[config.mk]
export PLATFORM = sky130hd
export DESIGN_NAME = oag_core
export DESIGN_NICKNAME = d
export VERILOG_FILES = /design/src/oag_pkg.sv /design/src/oag_core.sv
export SDC_FILE = /design/constraint.sdc
export NUM_CORES = 1
export LEC_CHECK = 0
export ABC_AREA = 1
export BUFFER_PORTS_ARGS = -buffer_cell sky130_fd_sc_hd__buf_2
export CORE_MARGIN = 2
export CORE_UTILIZATION = 55
export DETAILED_ROUTE_END_ITERATION = 8
export PLACE_DENSITY = 0.76
export SYNTH_ARGS = -nofsm -noshare
export SYNTH_HDL_FRONTEND = slang
export SYNTH_SLANG_ARGS = --single-unit
[constraint.sdc]
create_clock -name I_CORE_CLK -period 3.6 [get_ports I_CORE_CLK]
set_clock_uncertainty 0.2 [all_clocks]
set_input_delay 0.72 -clock I_CORE_CLK [delete_from_list [all_inputs] [get_ports I_CORE_CLK]]
set_output_delay 0.72 -clock I_CORE_CLK [all_outputs]
set_load 0.02 [all_outputs]
[src/oag_pkg.sv]
// constants and types for operand address generation
// assumes one core clock and an internal byte-wide memory bus
// How it works
// RULE1 - ten modes, chosen from opcode alone
// RULE2 - operand accessed at the operand location; bit test mode accesses its direct byte instead
// RULE3 - instructions at most three bytes long
// RULE4 - opcode only mode: one byte, no operand
// RULE5 - literal operand: location PC+1, PC+=2
// RULE6 - direct: high zero, low byte, PC+=2
// RULE7 - full address: high, low bytes, PC+=3
// RULE8 - index pointer: high zero, low X, PC+=1
// RULE9 - half carry is carry out of bit3
// RULE10 - mode classified from opcode upper nibble
// RULE11 - sixteen bit bus in two halves
package oag_pkg;
  // ****************************************
  // modes
  // ****************************************
  typedef enum logic [9:0] {
    OAG_BTB  = 10'h001,
    OAG_BSC  = 10'h002,
    OAG_REL  = 10'h004,
    OAG_DIR  = 10'h008,
    OAG_OPCODE_ONLY  = 10'h010,
    OAG_INDEX_POINTER = 10'h020,
    OAG_IX1  = 10'h040,
    OAG_LITERAL_OPERAND = 10'h080,
    OAG_FULL_ADDRESS  = 10'h100,
    OAG_IX2  = 10'h200
  } oag_mode_t;

  // ****************************************
  // state machine
  // ****************************************
  typedef enum logic [4:0] {
    OAG_S_FETCH = 5'h01,
    OAG_S_BYTE1 = 5'h02,
    OAG_S_BYTE2 = 5'h04,
    OAG_S_OPER  = 5'h08,
    OAG_S_DONE  = 5'h10
  } oag_state_t;

  localparam logic [15:0] OAG_PC_RESET   = 16'h0000;
  localparam logic [15:0] OAG_PC_STEP1   = 16'h0001;
  localparam logic [15:0] OAG_PC_STEP2   = 16'h0002;
  localparam logic [15:0] OAG_PC_STEP3   = 16'h0003;
  localparam logic [7:0]  OAG_HIGH_ZERO  = 8'h00;
  localparam int          OAG_NIB_HI     = 7;
  localparam int          OAG_NIB_LO     = 4;
  localparam int          OAG_HALF_BIT   = 4;
  localparam logic [3:0]  OAG_G_RMW_DIR  = 4'h3;
  localparam logic [3:0]  OAG_G_RMW_A    = 4'h4;
  localparam logic [3:0]  OAG_G_RMW_X    = 4'h5;
  localparam logic [3:0]  OAG_G_RMW_IX1  = 4'h6;
  localparam logic [3:0]  OAG_G_RMW_IX   = 4'h7;
  localparam logic [3:0]  OAG_G_CTL_A    = 4'h8;
  localparam logic [3:0]  OAG_G_CTL_B    = 4'h9;
  localparam logic [3:0]  OAG_G_IMM      = 4'hA;
  localparam logic [3:0]  OAG_G_DIR      = 4'hB;
  localparam logic [3:0]  OAG_G_EXT      = 4'hC;
  localparam logic [3:0]  OAG_G_IX2      = 4'hD;
  localparam logic [3:0]  OAG_G_IX1      = 4'hE;
  localparam logic [3:0]  OAG_G_BTB      = 4'h0;
  localparam logic [3:0]  OAG_G_BSC      = 4'h1;
  localparam logic [3:0]  OAG_G_REL      = 4'h2;
endpackage : oag_pkg

[src/oag_core.sv]
// operand address generator: fetch, mode decode, operand location
// assumes memory answers a read in the same cycle on I_RDATA
module oag_core (
  input  wire logic        I_CORE_CLK,
  input  wire logic        I_ARST_N,
  input  wire logic        I_GO,
  input  wire logic [7:0]  I_RDATA,
  input  wire logic [7:0]  I_INDEX,
  input  wire logic [7:0]  I_ADD_A,
  input  wire logic [7:0]  I_ADD_B,
  output logic      [7:0]  O_ADDR_HIGH,
  output logic      [7:0]  O_ADDR_LOW,
  output logic             O_OPER_ACCESS,
  output logic      [15:0] O_OPERAND_LOCATION,
  output logic      [15:0] O_PC,
  output logic      [9:0]  O_MODE,
  output logic      [7:0]  O_OPCODE,
  output logic             O_DONE,
  output logic             O_HALF_CARRY
);
  // ****************************************
  // opcode classification
  // ****************************************
  function automatic oag_pkg::oag_mode_t classify(input logic [7:0] op);
    logic [3:0] hi;
    hi = op[oag_pkg::OAG_NIB_HI:oag_pkg::OAG_NIB_LO]; // [RULE10] [RULE1]
    case (hi)
      oag_pkg::OAG_G_BTB:     classify = oag_pkg::OAG_BTB;
      oag_pkg::OAG_G_BSC:     classify = oag_pkg::OAG_BSC;
      oag_pkg::OAG_G_REL:     classify = oag_pkg::OAG_REL;
      oag_pkg::OAG_G_RMW_DIR: classify = oag_pkg::OAG_DIR;
      oag_pkg::OAG_G_RMW_A,
      oag_pkg::OAG_G_RMW_X,
      oag_pkg::OAG_G_CTL_A,
      oag_pkg::OAG_G_CTL_B:   classify = oag_pkg::OAG_OPCODE_ONLY; // [RULE4]
      oag_pkg::OAG_G_RMW_IX1,
      oag_pkg::OAG_G_IX1:     classify = oag_pkg::OAG_IX1;
      oag_pkg::OAG_G_IMM:     classify = oag_pkg::OAG_LITERAL_OPERAND;
      oag_pkg::OAG_G_DIR:     classify = oag_pkg::OAG_DIR;
      oag_pkg::OAG_G_EXT:     classify = oag_pkg::OAG_FULL_ADDRESS;
      oag_pkg::OAG_G_IX2:     classify = oag_pkg::OAG_IX2;
      default:                classify = oag_pkg::OAG_INDEX_POINTER;
    endcase
  endfunction : classify

  // ****************************************
  // state
  // ****************************************
  oag_pkg::oag_state_t state_reg, state_next;
  oag_pkg::oag_mode_t  mode_reg,  mode_next;
  logic [15:0] pc_reg,  pc_next;
  logic [7:0]  op_reg,  op_next;
  logic [7:0]  b1_reg,  b1_next;
  logic [15:0] loc_reg, loc_next;
  logic [7:0]  ah_reg,  ah_next;
  logic [7:0]  al_reg,  al_next;
  logic        acc_reg, acc_next;
  logic        done_reg, done_next;
  logic        hc_reg,  hc_next;
  logic [8:0]  ix_sum;
  logic [4:0]  nib_sum;

  // ****************************************
  // next state
  // ****************************************
  always_comb begin
    state_next = state_reg;
    mode_next  = mode_reg;
    pc_next    = pc_reg;
    op_next    = op_reg;
    b1_next    = b1_reg;
    loc_next   = loc_reg;
    ah_next    = ah_reg;
    al_next    = al_reg;
    acc_next   = 1'b0;
    done_next  = 1'b0;
    // both sums run every cycle; only the indexed modes take ix_sum, while nib_sum feeds half carry every cycle
    ix_sum     = {1'b0, I_INDEX} + {1'b0, I_RDATA};
    nib_sum    = {1'b0, I_ADD_A[3:0]} + {1'b0, I_ADD_B[3:0]};
    hc_next    = nib_sum[oag_pkg::OAG_HALF_BIT]; // [RULE9]
    case (state_reg)
      oag_pkg::OAG_S_FETCH: begin
        {ah_next, al_next} = pc_reg; // [RULE11]
        // go outside fetch is ignored; a held level starts a new instruction each time fetch is reached
        if (I_GO) begin
          op_next   = I_RDATA;
          mode_next = classify(I_RDATA);
          case (classify(I_RDATA))
            oag_pkg::OAG_OPCODE_ONLY: begin
              pc_next    = pc_reg + oag_pkg::OAG_PC_STEP1; // [RULE4]
              state_next = oag_pkg::OAG_S_DONE;
            end
            oag_pkg::OAG_INDEX_POINTER: begin
              ah_next    = oag_pkg::OAG_HIGH_ZERO; // [RULE8]
              al_next    = I_INDEX;
              loc_next   = {oag_pkg::OAG_HIGH_ZERO, I_INDEX};
              pc_next    = pc_reg + oag_pkg::OAG_PC_STEP1;
              state_next = oag_pkg::OAG_S_OPER;
            end
            default: begin
              {ah_next, al_next} = pc_reg + oag_pkg::OAG_PC_STEP1;
              state_next = oag_pkg::OAG_S_BYTE1;
            end
          endcase
        end
      end
      oag_pkg::OAG_S_BYTE1: begin
        b1_next = I_RDATA;
        case (mode_reg)
          oag_pkg::OAG_LITERAL_OPERAND: begin
            loc_next   = pc_reg + oag_pkg::OAG_PC_STEP1; // [RULE5]
            pc_next    = pc_reg + oag_pkg::OAG_PC_STEP2;
            acc_next   = 1'b1;
            state_next = oag_pkg::OAG_S_DONE;
          end
          oag_pkg::OAG_DIR, oag_pkg::OAG_BSC: begin
            ah_next    = oag_pkg::OAG_HIGH_ZERO; // [RULE6]
            al_next    = I_RDATA;
            loc_next   = {oag_pkg::OAG_HIGH_ZERO, I_RDATA};
            pc_next    = pc_reg + oag_pkg::OAG_PC_STEP2;
            state_next = oag_pkg::OAG_S_OPER;
          end
          oag_pkg::OAG_IX1: begin
            ah_next    = {7'h00, ix_sum[8]};
            al_next    = ix_sum[7:0];
            loc_next   = {7'h00, ix_sum};
            pc_next    = pc_reg + oag_pkg::OAG_PC_STEP2;
            state_next = oag_pkg::OAG_S_OPER;
          end
          oag_pkg::OAG_REL: begin
            // target only; no branch condition is known here, so pc steps past the two bytes, not to the target
            loc_next   = pc_reg + oag_pkg::OAG_PC_STEP2 + {{8{I_RDATA[7]}}, I_RDATA};
            pc_next    = pc_reg + oag_pkg::OAG_PC_STEP2;
            state_next = oag_pkg::OAG_S_DONE;
          end
          default: begin
            {ah_next, al_next} = pc_reg + oag_pkg::OAG_PC_STEP2; // [RULE3]
            state_next = oag_pkg::OAG_S_BYTE2;
          end
        endcase
      end
      oag_pkg::OAG_S_BYTE2: begin
        pc_next    = pc_reg + oag_pkg::OAG_PC_STEP3; // [RULE3]
        state_next = oag_pkg::OAG_S_OPER;
        case (mode_reg)
          oag_pkg::OAG_FULL_ADDRESS: begin
            ah_next  = b1_reg; // [RULE7]
            al_next  = I_RDATA;
            loc_next = {b1_reg, I_RDATA};
          end
          oag_pkg::OAG_IX2: begin
            ah_next  = b1_reg + {7'h00, ix_sum[8]};
            al_next  = ix_sum[7:0];
            loc_next = {b1_reg, 8'h00} + {7'h00, ix_sum};
          end
          default: begin
            ah_next    = oag_pkg::OAG_HIGH_ZERO; // bit test: direct byte first
            al_next    = b1_reg;
            loc_next   = pc_reg + oag_pkg::OAG_PC_STEP3 + {{8{I_RDATA[7]}}, I_RDATA};
          end
        endcase
      end
      oag_pkg::OAG_S_OPER: begin
        acc_next   = 1'b1; // [RULE2]
        state_next = oag_pkg::OAG_S_DONE;
      end
      oag_pkg::OAG_S_DONE: begin
        done_next  = 1'b1;
        // park the bus on pc so the next opcode is ready at fetch
        {ah_next, al_next} = pc_reg;
        state_next = oag_pkg::OAG_S_FETCH;
      end
      default: state_next = oag_pkg::OAG_S_FETCH;
    endcase
  end

  // ****************************************
  // registers
  // ****************************************
  always_ff @(posedge I_CORE_CLK or negedge I_ARST_N) begin
    if (!I_ARST_N) begin
      state_reg <= oag_pkg::OAG_S_FETCH;
      mode_reg  <= oag_pkg::OAG_OPCODE_ONLY;
      pc_reg    <= oag_pkg::OAG_PC_RESET;
      op_reg    <= 8'h00;
      b1_reg    <= 8'h00;
      loc_reg   <= 16'h0000;
      ah_reg    <= 8'h00;
      al_reg    <= 8'h00;
      acc_reg   <= 1'b0;
      done_reg  <= 1'b0;
      hc_reg    <= 1'b0;
    end else begin
      state_reg <= state_next;
      mode_reg  <= mode_next;
      pc_reg    <= pc_next;
      op_reg    <= op_next;
      b1_reg    <= b1_next;
      loc_reg   <= loc_next;
      ah_reg    <= ah_next;
      al_reg    <= al_next;
      acc_reg   <= acc_next;
      done_reg  <= done_next;
      hc_reg    <= hc_next;
    end
  end

  // ****************************************
  // outputs
  // ****************************************
  assign O_ADDR_HIGH        = ah_reg;
  assign O_ADDR_LOW         = al_reg;
  assign O_OPER_ACCESS      = acc_reg;
  assign O_OPERAND_LOCATION = loc_reg;
  assign O_PC               = pc_reg;
  assign O_MODE             = mode_reg;
  assign O_OPCODE           = op_reg;
  assign O_DONE             = done_reg;
  assign O_HALF_CARRY       = hc_reg;
endmodule : oag_core

# After elaboration in Yosys (flattened, before gate mapping)
# Memory sizes are Yosys's and may differ from the RTL's. A register that Yosys moved wholly into a read port is not among the register bits.
# Index checks and enable logic that the tools add are counted.
dict set report op_classes {
  muxes 28
  n_addsub 9
  n_reduce_logical 12
  n_eq_ne 20
}
# operator count
set ops {}
lappend ops {{$pmux 16 s3} 2}
lappend ops {{$mux 16} 5}
lappend ops {{$pmux 16 s4} 1}
lappend ops {{$pmux 8 s2} 4}
lappend ops {{$pmux 8 s4} 2}
lappend ops {{$pmux 8 s3} 2}
lappend ops {{$add 16x16->16} 2}
lappend ops {{$add 16x2->16 const B} 2}
lappend ops {{$pmux 16 s2} 1}
lappend ops {{$mux 10} 2}
lappend ops {{$pmux 5 s2} 2}
lappend ops {{$pmux 5 s4} 1}
lappend ops {{$add 16x1->16 const B} 1}
lappend ops {{$add 16x9->16} 1}
lappend ops {{$mux 8} 2}
lappend ops {{$eq 10x10->1 const B} 1}
lappend ops {{$eq 10x2->1 const B} 1}
lappend ops {{$eq 10x3->1 const B} 1}
lappend ops {{$eq 10x4->1 const B} 1}
lappend ops {{$eq 10x5->1 const B} 1}
lappend ops {{$eq 10x6->1 const B} 1}
lappend ops {{$eq 10x7->1 const B} 1}
lappend ops {{$eq 10x8->1 const B} 1}
lappend ops {{$eq 10x9->1 const B} 1}
lappend ops {{22 further kinds} 30}
dict set report word_totals {
  out_inout_bits 69
  rom_bits 320
  elab_cells 81
  ff_bits 72
  in_bits 35
  memories 2
}
# name words width read_ports rd_clocked_by_memory_dff wr line
set mem_list {}
lappend mem_list {{(name not given)} 16 10 1 1 0 oag_core.sv:27} ;# case (hi)
lappend mem_list {{(name not given)} 16 10 1 0 0 oag_core.sv:27}

# Logic depth before layout (Yosys ltp)
# An unclocked memory read counts as a cell.
dict set report logic_depth {
  word_depth 8
  mapped_depth 22
  depth_no_buf 22
}

# Least setup slack after synthesis
# OpenSTA, ideal clock, no wires.
dict set report synth_path {
  kind {register -> register}
  startpoint {reg pc_reg[1], in the netlist O_PC[1]}
  endpoint {reg loc_reg[11], in the netlist O_OPERAND_LOCATION[11]}
  t_required_ns 3.278
  setup_time_ns 0.122
  n_path_buf 0
  path_slack_ns 0.375
  synth_period_minus_slack_ns 3.225
  t_arrival_ns 2.903
  stages_incl_launch_ff 17
  path_cell_list {dfrtp_1 -> inv_1 -> ha_1 -> nor2_1 -> inv_1 -> nor2_1 -> xor2_1 -> ha_1 -> nand2_1 -> inv_1 -> a21oi_1 -> nand2_1 -> nand2_1 -> nand3_1 -> or2_2 -> a21oi_1 -> a21oi_1}
}
dict set report synth_between {
  elab_chain_len 4
  elab_cells_between_ends 8
  cone_classes {add/sub: 5; mux: 3}
}
# element line
set synth_lines {}
lappend synth_lines {{from (decl)} oag_core.sv:51} ;# logic [15:0] pc_reg, pc_next;
lappend synth_lines {{from (signal assigned)} oag_core.sv:184} ;# pc_reg <= oag_pkg::OAG_PC_RESET;
lappend synth_lines {{from (signal assigned)} oag_core.sv:196} ;# pc_reg <= pc_next;
lappend synth_lines {{$add 16x2->16 (on tied branches)} {oag_core.sv:132, oag_core.sv:159}}
lappend synth_lines {{$add 16x16->16 (on tied branches)} {oag_core.sv:132, oag_core.sv:159}}
lappend synth_lines {{$pmux 16 s4 or $pmux 16 s2 (tied branches)} {oag_core.sv:109, oag_core.sv:145}}
lappend synth_lines {{$pmux 16 s3 (*)} oag_core.sv:81} ;# case (state_reg)
lappend synth_lines {{to (signal assigned)} oag_core.sv:199} ;# loc_reg <= loc_next;
lappend synth_lines {{to (decl)} oag_core.sv:54} ;# logic [15:0] loc_reg, loc_next;
# Every way passes the cells marked *; elsewhere a longest branch is shown, timed or not.
# A chain may end at the register's enable or synchronous reset.

# Worst setup path in the final report
dict set report layout_path {
  startpoint {reg pc_reg[2], in the netlist O_PC[2]}
  endpoint {reg loc_reg[14], in the netlist O_OPERAND_LOCATION[14]}
}
# The elaborated chain is that of the path after synthesis.

==> results.py <==
metrics = {
    "synthesis": {
        "yosysMostFrequentCell": "nand2_1",
        "yosysWarnings": 0,
        "ys_ff_latch": 82,
        "synthArstFlopShare": 1.00,
        "synth_top_area_frac": 0.236,
        "synth_commonest_cells": "nand2_1 (405), inv_1 (126), nor2_1 (112)",
        "synth_top_area_cell": "dfrtp_1",
        "synthesis.nets": 1409,
        "synth_ff_type": "dfrtp_1",
        "yosys-top-cells-area": "dfrtp_1 (24%), nand2_1 (18%), ha_1 (7.8%)",
        "synth_edf_count": 0,
        "yosysSeqAreaShare": 0.243,
        "synth_area_mm2": 0.00847,
        "synthCells": 1318,
        "syn_area_per_cell_um2": 6.43,
        "synth_cell_types": 56,
    },
    "layout": {
        "area_delta_synth_final_pct": 13.9,
        "register_area_mm2": 0.00206,
        "n_antenna_cell": 0,
        "finish.utilization": 0.637,
        "final_layout_size_suffix_gt1_frac": 0.157,
        "nFillCells": 1510,
        "multiInputGateArea_mm2": 0.00573,
        "fin_cells": 1624,
        "nNetsFinal": 1522,
    },
    "clock_tree": {
        "cts-root-buf": "clkbuf_16",
        "hold_buffers": 0,
        "cts_resized": 0,
        "numCtsBuffers": 9,
        "htreeDepth": 3,
        "clock_sinks": 82,
        "cts_setup_buffers": 0,
        "clkLatencyLatePin_ns": 0.36,
        "ctsLongestPathBuffers": 2,
        "clk_pin_slew_ns": 0.07,
        "cts_tree": "built",
    },
    "power_and_ir_drop": {
        "p_leak_nw": 4.98,
        "vdd_drop_max_mv": 0.592,
        "powerDensity_mw_per_mm2": 869,
        "power_mw": 8.39,
    },
    "critical_path": {
        "path_cells": "ha_1 > inv_1 > nor2_1 > nand3_1 > xor2_1 > inv_1 > ha_1 > nand2_1 > inv_1 > a21oi_1 > nor2_1 > nor2_1 > nand2_1 > nand2_1 > nand3_1 > nand2_1 > nand2_1 > a21oi_1",
        "arrival_ns": 3.46,
        "path_class": "register to register",
        "cp-end-kind": "register",
        "cpPeakStageDelay_ns": 0.45,
        "start_kind": "register",
        "crit_slowest_cell": "dfrtp_2",
        "worstPathRequired_ns": 3.68,
        "worstPathMaxFanout": 7,
        "cpMostUsedCell": "nand2_1",
    },
    "placed_design": {
        "pre_cts_ws_ns": -0.169,
        "io_buffers": 95,
        "gp_congestion": 1.03,
        "hpwlAfterDp_mm": 25.3,
        "dp_cells": 1608,
    },
    "routing": {
        "drt-vias-per-instance": 6.04,
        "drc_errors": 0,
        "wire_per_inst_um": 20.0,
        "routed_wl_mm": 32.5,
        "drt_iter0_markers": 1268,
        "ant_nets": 0,
        "drt-pass1-iter-count": 6,
        "vias": 9801,
    },
    "timing": {
        "clock.fmax_mhz": 296,
        "tightestPinTransition_ns": 0.812,
        "rsz0062_at_grt": "no",
        "holdWs_ns": 0.151,
        "finalHoldViolations": 0,
        "post-route-period-util": 0.938,
        "drv_slew": 0,
        "final.setup.worst_slack_ns": 0.223,
        "fin_crit_ns": 3.38,
        "setup_viol": 0,
        "relSlewSlack": 0.458,
    },
    "run": {
        "drv_cap": 0,
    },
    "die": {
        "io_pins": 104,
        "core_region_area_mm2": 0.0151,
        "rows": 45,
        "die_area_mm2": 0.0164,
        "dieHeight_um": 128,
        "start_util": 0.559,
        "die_w_um": 128,
    },
    "grt": {
        "grt_pass1_wl_mm": 49.9,
        "gr-total-overflow": 0,
        "grt_pass1_vias": 8883,
        "antenna_found_initial": 1,
        "grt_max_degree": 49,
        "grt_usage": 0.403,
    },
    "hold_path": {
        "min_path_type": "input pin to async pin",
    },
    "run_status": {
        "status": "finished, final reports clean",
    },
}
## per-layer routing
| metal | part of all wire | global-route usage | vias to the layer above |
|---|---|---|---|
| li1 | - | - | 4577 |
| met1 | 0.43 | 0.577 | 4503 |
| met2 | 0.41 | 0.583 | 635 |
| met3 | 0.12 | 0.0989 | 86 |
| met4 | 0.038 | 0.155 | 0 |
| met5 | 0 | 0 | - |
## cells by family (layout without fill, tap and decap cells)
logic type	Yosys count	after routing	synth area share
compound gates	250	250	0.168
xor+xnor	48	48	0.0496
fa+ha+maj	56	56	0.0854
flops	82	82	0.243
simple gates	706	706	0.369
buf+inv	176	294	0.0848
## worst max-delay path: cells and delay by family, from the launching register on
kind	cells	cell delay, ns
AO/OA/AOI/OAI	2	0.42
XOR/XNOR	1	0.31
adder cells (fa/ha/maj)	2	0.55
buffers and inverters	3	0.28
flip-flops	1	0.45
AND/OR/NAND/NOR	10	1.08
## cell type report
cell class	count	share of cell area
multi-input cells	1060	0.594
well taps	188	0.0244
repair buffers	139	0.0851
flip-flops and latches	82	0.213
inverters	139	0.0541
clock buffers	9	0.0233
clock inverters	7	0.00622
## power by group
| part | leakage [nW] | internal, mW | switching [mW] |
|---|---|---|---|
| clock | 0.136 | 0.482 | 0.461 |
| combinational | 3.80 | 1.83 | 3.92 |
| sequential | 1.04 | 1.31 | 0.390 |
| total | 4.98 | 3.62 | 4.77 |
## worst paths after layout
path / slack (ns) / start / depth (start not counted) / to
worst max-delay path: 0.22 / O_PC[2] / 18 / O_OPERAND_LOCATION[14]
worst min-delay path: 0.15 / I_ARST_N / 1 / O_MODE[2]
worst max register to register: 0.22 / O_PC[2] / 18 / O_OPERAND_LOCATION[14]
worst min register to register: 0.27 / O_OPERAND_LOCATION[10] / 2 / O_OPERAND_LOCATION[10]
max in group asynchronous: 2.32 / I_ARST_N / 2 / b1_reg[7]
min in group I_CORE_CLK: 0.27 / O_OPERAND_LOCATION[10] / 2 / O_OPERAND_LOCATION[10]
## per-stage QoR
stage               setup TNS (ns)  area, um2
global route                     0       9650
floorplan                        0       8470
CTS                              0       9620
finish                           0       9650
detailed placement          -0.462       9330
global placement            -0.230       9330
## layout by cell type, fill, tap and decap left out, types with 3 or more instances in the layout
cell type,netlist,layout
xnor2_1,11,11
dfrtp_1,80,79
o221ai_1,6,6
o211ai_1,19,19
o21ai_1,18,16
nand2_1,405,404
xor2_1,37,36
ha_1,53,52
buf_2,18,94
o22ai_1,10,10
o21bai_1,5,5
nand2_2,4,5
buf_4,5,44
clkbuf_16,0,9
nor2_1,112,111
nand4_1,16,16
fa_1,3,3
nand3b_1,8,8
nor3_1,11,10
inv_2,12,13
nand2_4,5,5
nor3_2,2,3
inv_1,126,125
nand3_1,107,106
a21o_1,6,6
or2_2,6,6
nand3_2,4,5
a21oi_1,110,110
o21ai_0,62,62
nor2_2,7,8
nor2_4,7,7
Power figures use the tool's default switching activity.
